File: src/rtl/rsb_pkg.sv
// Purpose: shared constants for the reset source and brown-out block
// Assumes: APB register map, 32-bit data, one aligned word per register
// Notes: all offsets are byte addresses
package rsb_pkg;
  // ***********************************************************
  // register map
  // ***********************************************************
  localparam logic [7:0] RSB_ADDR_CAUSE = 8'h00;
  localparam logic [7:0] RSB_ADDR_CFG = 8'h04;
  localparam logic [7:0] RSB_ADDR_STAT = 8'h08;
  // ***********************************************************
  // cause register bits
  // ***********************************************************
  localparam int RSB_BIT_BOR = 0;
  localparam int RSB_BIT_POR = 1;
  localparam int RSB_BIT_PD = 2;
  localparam int RSB_BIT_WTO = 3;
  localparam int RSB_BIT_RI = 4;
  localparam int RSB_BIT_SBOR = 6;
  localparam int RSB_BIT_IPEN = 7;
  // ***********************************************************
  // configuration fields (cfg register)
  // ***********************************************************
  localparam int RSB_CFG_MODE_LSB = 0;
  localparam int RSB_CFG_THR_LSB = 2;
  localparam int RSB_CFG_MASTER_CLEAR_PIN_ENABLE = 4;
  localparam int RSB_CFG_PWRTE = 5;
  localparam logic [7:0] RSB_CFG_RESET = 8'h31;
  // ***********************************************************
  // brown-out modes
  // ***********************************************************
  localparam logic [1:0] RSB_MODE_OFF = 2'h0;
  localparam logic [1:0] RSB_MODE_SW = 2'h1;
  localparam logic [1:0] RSB_MODE_NOSLP = 2'h2;
  // ***********************************************************
  // timing
  // ***********************************************************
  localparam int RSB_CLK_MHZ = 250;
  localparam int RSB_GLITCH_NS = 200;
  localparam int RSB_GLITCH_CYC = (RSB_GLITCH_NS * RSB_CLK_MHZ) / 1000;
  localparam int RSB_BOR_NS = 200;
  localparam int RSB_BOR_CYC = (RSB_BOR_NS * RSB_CLK_MHZ + 999) / 1000;
  localparam int RSB_POWERUP_TIMER_BITS = 11;
  localparam logic [10:0] RSB_POWERUP_TIMER_MAX = 11'h7FF;
endpackage

File: src/rtl/rsb_top.sv
// Purpose: reset sources, brown-out control and reset cause register
// Assumes: analog detectors give raw levels; APB slave on ref_clk
// Notes: power-up timer tick comes from the internal rc clock domain
//
// Contract
// - watchdog timeout flag set on power-up, clear-watchdog, sleep.
// - power-on flag cleared on each power-on reset, else changed only by software write.
// - only a software write may set the power-on flag.
// - reset held while enabled master clear pin is low.
// - short low glitches on master clear are filtered out.
// - master clear pin is never driven by the device.
// - disabled master clear acts as digital input only, read inverted (high while the pin is low).
// - supply-rise detector produces a power-on reset pulse.
// - brown-out off in mode 00, always active in mode 11.
// - threshold chosen by the two-bit threshold select field.
// - low supply beyond minimum time resets until supply recovers.
// - enabled power-up timer extends reset after supply recovery.
// - brown-out during power-up count restarts the full delay.
// - brown-out enable and power-up timer enable are independent.
// - software brown-out enable works only in mode 01.
// - mode 10 disables brown-out in sleep, enables elsewhere.
// - power-up timer is 11-bit, clocked by internal rc tick.
`timescale 1ns/1ns
module rsb_top
  import rsb_pkg::*;
#(
  parameter int GLITCH_CYC = RSB_GLITCH_CYC,
  parameter int BOR_CYC = RSB_BOR_CYC,
  parameter logic [10:0] POWERUP_TIMER_LEN = RSB_POWERUP_TIMER_MAX
) (
  // clock and reset
  input wire logic ref_clk,
  input wire logic nrst,
  // apb slave
  input wire logic psel,
  input wire logic penable,
  input wire logic pwrite,
  input wire logic [7:0] paddr,
  input wire logic [31:0] pwdata,
  output logic [31:0] prdata,
  output logic pready,
  output logic pslverr,
  // analog detectors and pins
  input wire logic por_det,
  input wire logic bor_low_det,
  input wire logic master_clear_pin_pin,
  input wire logic rc_tick,
  // core events
  input wire logic clear_watchdog_instruction_evt,
  input wire logic sleep_evt,
  input wire logic in_sleep,
  input wire logic wdt_timeout_evt,
  input wire logic reset_instr_evt,
  // outputs
  output logic [1:0] brownout_threshold_select,
  output logic bor_det_en,
  output logic master_clear_pin_digital_in,
  output logic sys_rst_n
);

  // ***********************************************************
  // synchronisers and master clear filter
  // ***********************************************************
  logic [3:0] raw_s;
  logic master_clear_pin_s;
  logic bor_s;
  logic tick_s;
  logic por_s;
  logic master_clear_pin_low_f;
  logic master_clear_pin_enable;

  rsb_sync #(.W(4)) u_sync (
    .ref_clk(ref_clk),
    .nrst(nrst),
    .async_in({rc_tick, bor_low_det, por_det, ~master_clear_pin_pin}),
    .sync_out(raw_s)
  );
  assign master_clear_pin_s = raw_s[0];
  assign por_s = raw_s[1];
  assign bor_s = raw_s[2];
  assign tick_s = raw_s[3];

  rsb_filt #(.CNT(GLITCH_CYC)) u_master_clear_pin_filt (
    .ref_clk(ref_clk),
    .nrst(nrst),
    .lvl_low(master_clear_pin_s),
    .held_low(master_clear_pin_low_f)
  );

  // ***********************************************************
  // configuration register
  // ***********************************************************
  logic [7:0] cfg_q;
  logic [1:0] mode;
  logic pwrte;
  logic wr_en;
  logic rd_en;

  assign wr_en = psel && penable && pwrite;
  assign rd_en = psel && penable && !pwrite;
  assign mode = cfg_q[RSB_CFG_MODE_LSB +: 2];
  assign pwrte = cfg_q[RSB_CFG_PWRTE];
  assign master_clear_pin_enable = cfg_q[RSB_CFG_MASTER_CLEAR_PIN_ENABLE];

  // configuration write
  always_ff @(posedge ref_clk or negedge nrst) begin
    if (!nrst) begin
      cfg_q <= RSB_CFG_RESET;
    end else if (wr_en && paddr == RSB_ADDR_CFG) begin
      cfg_q <= pwdata[7:0];
    end
  end

  assign brownout_threshold_select = cfg_q[RSB_CFG_THR_LSB +: 2];
  assign master_clear_pin_digital_in = master_clear_pin_s;

  // ***********************************************************
  // brown-out enable and detection
  // ***********************************************************
  logic software_brownout_enable_q;
  logic bor_act;
  logic [$clog2(BOR_CYC + 1)-1:0] bor_cnt_q;
  logic bor_hit;
  logic bor_rst_q;

  always_comb begin
    unique case (mode)
      RSB_MODE_OFF: bor_act = 1'b0;
      RSB_MODE_SW: bor_act = software_brownout_enable_q;
      RSB_MODE_NOSLP: bor_act = !in_sleep;
      default: bor_act = 1'b1;
    endcase
  end
  assign bor_det_en = bor_act;

  always_ff @(posedge ref_clk or negedge nrst) begin
    if (!nrst) begin
      bor_cnt_q <= '0;
    end else if (!(bor_s && bor_act)) begin
      bor_cnt_q <= '0;
    end else if (!bor_hit) begin
      bor_cnt_q <= bor_cnt_q + 1'b1;
    end
  end
  assign bor_hit = (bor_cnt_q == ($clog2(BOR_CYC + 1))'(BOR_CYC));

  always_ff @(posedge ref_clk or negedge nrst) begin
    if (!nrst) begin
      bor_rst_q <= 1'b0;
    end else if (bor_hit) begin
      bor_rst_q <= 1'b1;
    end else if (!bor_s || !bor_act) begin
      bor_rst_q <= 1'b0;
    end
  end

  // ***********************************************************
  // power-up timer
  // ***********************************************************
  logic [RSB_POWERUP_TIMER_BITS-1:0] powerup_timer_q;
  logic tick_d1_q;
  logic tick_rise;
  logic powerup_timer_busy;
  logic por_d1_q;
  logic por_pulse;

  // rc tick edge, read from synchronised copy
  always_ff @(posedge ref_clk or negedge nrst) begin
    if (!nrst) begin
      tick_d1_q <= 1'b0;
      por_d1_q <= 1'b0;
    end else begin
      tick_d1_q <= tick_s;
      por_d1_q <= por_s;
    end
  end
  assign tick_rise = tick_s && !tick_d1_q;
  assign por_pulse = por_s && !por_d1_q;

  always_ff @(posedge ref_clk or negedge nrst) begin
    if (!nrst) begin
      powerup_timer_q <= '0;
    end else if (por_s || bor_rst_q) begin
      powerup_timer_q <= pwrte ? POWERUP_TIMER_LEN : '0;
    end else if (powerup_timer_q != '0 && tick_rise) begin
      powerup_timer_q <= powerup_timer_q - 1'b1;
    end
  end
  assign powerup_timer_busy = (powerup_timer_q != '0);

  // ***********************************************************
  // reset combine
  // ***********************************************************
  logic rst_req;
  logic [1:0] rel_q;

  assign rst_req = por_s || por_pulse || bor_rst_q || powerup_timer_busy ||
                   (master_clear_pin_enable && master_clear_pin_low_f);

  always_ff @(posedge ref_clk or negedge nrst) begin
    if (!nrst) begin
      rel_q <= '0;
    end else if (rst_req) begin
      rel_q <= '0;
    end else begin
      rel_q <= {rel_q[0], 1'b1};
    end
  end
  assign sys_rst_n = rel_q[1] && !rst_req;
  // no drive: master clear is input only, no output enable exists

  // ***********************************************************
  // reset cause register
  // ***********************************************************
  logic ipen_q, ri_q, wto_q, pd_q, porf_q, borf_q;
  logic [7:0] cause_rd;
  logic cause_wr;
  assign cause_wr = wr_en && paddr == RSB_ADDR_CAUSE;

  // ipen and ri bits
  always_ff @(posedge ref_clk or negedge nrst) begin
    if (!nrst) begin
      ipen_q <= 1'b0;
      ri_q <= 1'b1;
    end else begin
      if (cause_wr) begin
        ipen_q <= pwdata[RSB_BIT_IPEN];
      end
      if (reset_instr_evt) begin
        ri_q <= 1'b0;
      end else if (cause_wr) begin
        ri_q <= pwdata[RSB_BIT_RI];
      end
    end
  end

  always_ff @(posedge ref_clk or negedge nrst) begin
    if (!nrst) begin
      wto_q <= 1'b1;
    end else if (por_pulse || clear_watchdog_instruction_evt || sleep_evt) begin
      wto_q <= 1'b1;
    end else if (wdt_timeout_evt) begin
      wto_q <= 1'b0;
    end
  end

  // power-down flag: set at power-up and clear_watchdog_instruction, cleared by sleep
  always_ff @(posedge ref_clk or negedge nrst) begin
    if (!nrst) begin
      pd_q <= 1'b1;
    end else if (por_pulse || clear_watchdog_instruction_evt) begin
      pd_q <= 1'b1;
    end else if (sleep_evt) begin
      pd_q <= 1'b0;
    end
  end

  always_ff @(posedge ref_clk or negedge nrst) begin
    if (!nrst) begin
      porf_q <= 1'b0;
    end else if (por_pulse) begin
      porf_q <= 1'b0;
    end else if (cause_wr) begin
      porf_q <= pwdata[RSB_BIT_POR];
    end
  end

  // brown-out flag cleared by brown-out or power-on
  always_ff @(posedge ref_clk or negedge nrst) begin
    if (!nrst) begin
      borf_q <= 1'b0;
    end else if (por_pulse || bor_hit) begin
      borf_q <= 1'b0;
    end else if (cause_wr) begin
      borf_q <= pwdata[RSB_BIT_BOR];
    end
  end

  always_ff @(posedge ref_clk or negedge nrst) begin
    if (!nrst) begin
      software_brownout_enable_q <= 1'b1;
    end else if (cause_wr) begin
      software_brownout_enable_q <= pwdata[RSB_BIT_SBOR];
    end
  end

  // bit 5 zero, software enable seen only in mode 01
  assign cause_rd = {ipen_q, (mode == RSB_MODE_SW) && software_brownout_enable_q, 1'b0, ri_q,
                     wto_q, pd_q, porf_q, borf_q};

  // ***********************************************************
  // apb read and answer
  // ***********************************************************
  logic hit;

  assign hit = paddr == RSB_ADDR_CAUSE || paddr == RSB_ADDR_CFG ||
               paddr == RSB_ADDR_STAT;
  assign pready = 1'b1;
  assign pslverr = psel && penable && !hit;

  // registered read data
  always_ff @(posedge ref_clk or negedge nrst) begin
    if (!nrst) begin
      prdata <= '0;
    end else if (psel && !penable && !pwrite) begin
      unique case (paddr)
        RSB_ADDR_CAUSE: prdata <= {24'h000000, cause_rd};
        RSB_ADDR_CFG: prdata <= {24'h000000, cfg_q};
        RSB_ADDR_STAT: prdata <= {16'h0000, 2'h0, bor_rst_q, bor_act,
                                  sys_rst_n, powerup_timer_q};
        default: prdata <= '0;
      endcase
    end
  end
endmodule

File: src/rtl/rsb_sync.sv
// Purpose: two-flop synchroniser for asynchronous levels
// Assumes: destination clock ref_clk
// Notes: first stage read only by second stage
`timescale 1ns/1ns
module rsb_sync #(
  parameter int W = 1
) (
  // clock and reset
  input wire logic ref_clk,
  input wire logic nrst,
  // levels
  input wire logic [W-1:0] async_in,
  output logic [W-1:0] sync_out
);
  logic [W-1:0] meta_q;

  // two stage capture
  always_ff @(posedge ref_clk or negedge nrst) begin
    if (!nrst) begin
      meta_q <= '0;
      sync_out <= '0;
    end else begin
      meta_q <= async_in;
      sync_out <= meta_q;
    end
  end
endmodule

File: src/rtl/rsb_filt.sv
// Purpose: low-level persistence filter
// Assumes: input already synchronised
// Notes: output asserts only after CNT consecutive low cycles
`timescale 1ns/1ns
module rsb_filt #(
  parameter int CNT = 50
) (
  // clock and reset
  input wire logic ref_clk,
  input wire logic nrst,
  // level in, qualified low out
  input wire logic lvl_low,
  output logic held_low
);
  localparam int CW = $clog2(CNT + 1);
  localparam logic [CW-1:0] CMAX = CW'(CNT);
  logic [CW-1:0] cnt_q;

  // count consecutive low cycles
  always_ff @(posedge ref_clk or negedge nrst) begin
    if (!nrst) begin
      cnt_q <= '0;
    end else if (!lvl_low) begin
      cnt_q <= '0;
    end else if (cnt_q != CMAX) begin
      cnt_q <= cnt_q + 1'b1;
    end
  end

  assign held_low = (cnt_q == CMAX);
endmodule

File: config.mk
export PLATFORM = sky130hd
export DESIGN_NAME = rsb_top
export DESIGN_NICKNAME = d
export VERILOG_FILES = /design/src/rtl/rsb_pkg.sv /design/src/rtl/rsb_top.sv /design/src/rtl/rsb_sync.sv /design/src/rtl/rsb_filt.sv
export SDC_FILE = /design/constraint.sdc
export NUM_CORES = 1
export LEC_CHECK = 0
export BUFFER_PORTS_ARGS = -buffer_cell sky130_fd_sc_hd__buf_2
export CAP_MARGIN = 10
export CORE_ASPECT_RATIO = 2
export CORE_UTILIZATION = 30
export DETAILED_ROUTE_END_ITERATION = 8
export GPL_TIMING_DRIVEN = 0
export HOLD_SLACK_MARGIN = 0.02
export PLACE_DENSITY_LB_ADDON = 0.2
export SLEW_MARGIN = 20
export SYNTH_ARGS = -nofsm -noshare
export SYNTH_HDL_FRONTEND = slang
export SYNTH_HIERARCHICAL = 1
export SYNTH_SLANG_ARGS = --single-unit
export TNS_END_PERCENT = 1
File: constraint.sdc
create_clock -name ref_clk -period 2.7 [get_ports ref_clk]
set_input_delay 0.135 -clock ref_clk [delete_from_list [all_inputs] [get_ports ref_clk]]
set_output_delay 0.135 -clock ref_clk [all_outputs]
set_load 0.05 [all_outputs]
==> flow_summary_export.csv <==
group,metric,value,unit
run_status,status,"complete, no violations",
synth,synth_compound_area_frac,0.1272,
power_and_ir_drop,combPwrFrac,0.100,
power_and_ir_drop,power_frac_seq,0.396,
floorplan,num_rows,52,
routing,wl_met1,2809,um
clocking,numCtsBuffers,9,
global_route,antenna_found_initial,0,
timing,setup-violations-final,0,
synth,synth_mux_area_frac,0.06462,
worst_setup_path,cp-start-kind,"register",
routing,met3_length,234,um
synth,synthXorXnorAreaFrac,0.02792,
routing,met2WireLength,4222,um
routing,antenna_left,0,
floorplan,start_util,0.3090,
worst_setup_path,crit_fanout,7,
clocking,cts_root_buffer,"clkbuf_16",
synth,syn_inst,291,
power_and_ir_drop,p_switching,0.6144,mW
clocking,clkSinkCount,65,
clocking,clk_latency,0.33,ns
placement,dp_hpwl,5779,um
worst_setup_path,critical_path.endpoint_type,"output port",
synth,synthSimpleGateAreaFrac,0.1631,
power_and_ir_drop,p_per_area,642.2,nW/um2
routing,firstDrtPassIters,4,
floorplan,die_x,74.31,um
power_and_ir_drop,p_clk_frac,0.504,
power_and_ir_drop,power,2.623,mW
worst_setup_path,cp.arrival,2.41,ns
timing,rsz0062_at_grt,"no",
synth,async_reset_ff_frac,1.000,
synth,syn_area,3137,um2
run,drv_cap,0,
worst_hold_path,min_path_type,"in2reg",
timing,timing.hold.ws,0.03856,ns
synth,synth-edff-count,0,
worst_setup_path,reg2reg_to,"powerup_timer_q[3]$_DFFE_PN0P_",
timing,worst_pin_slew,0.9092,ns
global_route,grt-ovfl-total,0,
synth,synth_fa_ha_area_frac,0.02393,
clocking,max-clock-path-buffers,2,
timing,max_slew_margin,0.3926,
global_route,grt_pass1_wl,12040,um
worst_setup_path,r2r_slack,0.48,ns
worst_setup_path,critPathRequiredTime,2.57,ns
final_layout,antennaDiodeCount,0,
worst_setup_path,cp-endpoint,"sys_rst_n",
routing,drt-wirelength-per-cell,14.52,um
timing,clock_skew,0.006370,ns
worst_setup_path,r2r_start,"powerup_timer_q[0]$_DFFE_PN0P_",
worst_setup_path,path_class,"reg2out",
synth,ys_types,51,
final_layout,finish.utilization,0.4025,
final_layout,syn2layout_area_growth,30.24,%
clocking,cts.reportedPaths.clkPinSlew,0.05,ns
worst_setup_path,reg2reg_depth,6,
routing,wl,7505,um
global_route,grt_use_total,0.1488,
power_and_ir_drop,p_sw_frac,0.2342,
timing,fmax,392.3,MHz
routing,drtIter0Drc,61,
clocking,cts_max_level,3,
routing,via_count,2415,
floorplan,core_area,10150,um2
routing,drc,0,
synth,avgSynthCellArea,10.78,um2
timing,slew_violations,0,
floorplan,die-area,10890,um2
routing,drt-vias-per-instance,4.671,
worst_setup_path,critPathMaxStageDelay,0.61,ns
final_layout,fill_cells,1065,
placement,port_buffers,49,
routing,routed.top_layer,"met4",
clocking,tritoncts,"yes",
synth,ys_seq_area_frac,0.5213,
final_layout,drive_gt1_frac,0.2853,
worst_setup_path,cp_cell_sequence,"inv_1 > ha_1 > or4b_1 > a2111oi_4 > and2_1 > clkbuf_4",
power_and_ir_drop,peakVddDrop,0.0003686,V
synth,synth-seq-cells,65,
placement,gp_congestion,0.8052,
timing,setup_tns,0,ns
floorplan,dieHeight,146.6,um
timing,timing.final.hold_violations,0,
final_layout,nets,437,
floorplan,pin_count,93,
synth,synth_top_family_by_area,"simple AND/OR/NAND/NOR gates",
timing,fin_crit,2.549,ns
power_and_ir_drop,p_int,2.009,mW
global_route,grt_max_degree,37,
synth,ys_dominant_reg_cell,"dfrtp_1",
power_and_ir_drop,power_leakage,1.939,nW
worst_setup_path,cp_slowest_cell,"or4b_1",
global_route,grt_pass1_vias,2457,
timing,min_period_over_period,0.9440,
synth,synth-warning-count,6,
worst_setup_path,worstSetupStartpoint,"powerup_timer_q[0]$_DFFE_PN0P_",
==> critical path, delay by kind of cell, from the launching register on <==
family                     cells  cell delay [ns]
and+or+nand+nor                2             0.80
AOI/OAI and AO/OA              1             0.38
adders and majority gates      1             0.16
buffers and inverters          2             0.33
DFF                            1             0.43
==> registers in the layout (all words and copies together) (netlist names) <==
signal,cells
prdata,14
powerup_timer_q,11
cfg_q,8
bor_cnt_q,6
u_master_clear_pin_filt/cnt_q,6
u_sync/meta_q,4
u_sync/sync_out,4
rel_q,2
bor_rst_q,1
borf_q,1
ipen_q,1
pd_q,1
por_d1_q,1
porf_q,1
ri_q,1
software_brownout_enable_q,1
tick_d1_q,1
wto_q,1
==> synthesized netlist by cell type (all sizes together) (4+ instances only) <==
library cell   n  area [um2]
inv            8       30.03
nand2         26       97.59
nor3           5       25.02
xnor2          6       52.55
a22o          12       105.1
mux2          10       112.6
and2           4       25.02
buf           22       161.4
clkbuf         7       26.28
or3            7       48.80
dfrtp         58        1451
o21ai         15       75.07
mux2i          9       90.09
nand3          8       45.04
a21oi          8       40.04
dfstp          7       183.9
nor2          20       75.07
ha             6       75.07
xor2           4       35.03
a31oi          7       43.79
==> per-layer routing <==
layer	up-vias	global-route usage
met4	0	0.07925
met5	-	0
met2	51	0.2659
li1	1171	-
met1	1180	0.1543
met3	13	0.03382
==> cell families (layout without fill, tap and decap cells) <==
kind of cell	after synthesis	count (layout)
flip-flops	65	65
adder cells (fa/ha/maj)	6	6
buffers and inverters	37	111
other	2	19
AO/OA/AOI/OAI	57	57
multiplexers	19	19
AND/OR/NAND/NOR	95	95
XOR/XNOR	10	10
==> how the worst min path moves through the flow <==
stage / start / endpoint / slack (ns) / cells past startpoint
2_1_floorplan: nrst / bor_cnt_q[0]$_DFFE_PN0P_ / -0.16 / 0
3_3_place_gp: por_det / u_sync/meta_q[1]$_DFF_PN0_ / 0.24 / 1
3_5_place_dp: nrst / prdata[11]$_DFFE_PN0P_ / 0.10 / 1
4_1_cts: pwdata[2] / cfg_q[2]$_DFFE_PN0P_ / 0.03 / 2
5_1_grt: pwdata[2] / cfg_q[2]$_DFFE_PN0P_ / 0.04 / 2
6_report: pwdata[2] / cfg_q[2]$_DFFE_PN0P_ / 0.04 / 2
==> metrics by stage <==
| stage | cell area [um2] | setup slack, ns | instances |
|---|---|---|---|
| 2_1_floorplan | 3201 | 0.4685 | 308 |
| 3_3_place_gp | 3615 | 0.2137 | 492 |
| 3_5_place_dp | 3637 | 0.1458 | 493 |
| 4_1_cts | 4086 | 0.03415 | 518 |
| 5_1_grt | 4085 | 0.02070 | 517 |
| 6_report | 4085 | 0.1511 | 517 |
==> power by group through the flow <==
| stage | Combinational (mW) | Sequential [mW] | Clock (mW) |
|---|---|---|---|
| after floorplan | 0.174 | 1.05 | 0 |
| after global placement | 0.247 | 1.05 | 0 |
| after detailed placement | 0.254 | 1.06 | 0 |
| after CTS | 0.266 | 1.04 | 1.36 |
| after global routing | 0.287 | 1.04 | 1.39 |
| final | 0.262 | 1.04 | 1.32 |
==> placed cells by master (no fill, tap or decap), drive strengths merged, types with 2 or more instances in the layout <==
cell | synthesis | layout
and3 | 2 | 2
o211ai | 2 | 2
inv | 8 | 9
nor3 | 5 | 5
a21oi | 8 | 8
ha | 6 | 6
dfstp | 7 | 7
mux2i | 9 | 9
nor3b | 2 | 2
nor2 | 20 | 20
nand2 | 26 | 26
or4b | 3 | 3
dfrtp | 58 | 58
bufinv | 0 | 2
a22o | 12 | 12
xor2 | 4 | 4
o2111ai | 2 | 2
clkbuf | 7 | 20
buf | 22 | 72
or3 | 7 | 7
conb | 2 | 19
nor2b | 3 | 3
dlygate4sd3 | 0 | 8
o21ai | 15 | 15
a31oi | 7 | 7
nand4 | 2 | 2
xnor2 | 6 | 6
o31ai | 2 | 2
and4b | 2 | 2
mux2 | 10 | 10
nand3 | 8 | 8
and2 | 4 | 4
nand3b | 3 | 3
==> timing repair <==
item                       CTS  global route
setup endpoints to repair    1             1
setup buffers                1             0
hold buffers                 8             0
pin swaps                    1             0
gates resized for setup      1             1
hold endpoints to repair    36             0
==> layout make-up <==
class	count	area (um2)	area share
inverter	8	30.03	0.007351
multi-input combinational	206	1360	0.3329
clock buffer	13	280.3	0.06861
clock inverter	3	68.82	0.01685
tap	135	168.9	0.04135
timing repair buffer	59	357.8	0.08760
buffer	28	183.9	0.04502
sequential	65	1635	0.4003
(Power assumes the default switching activity.)
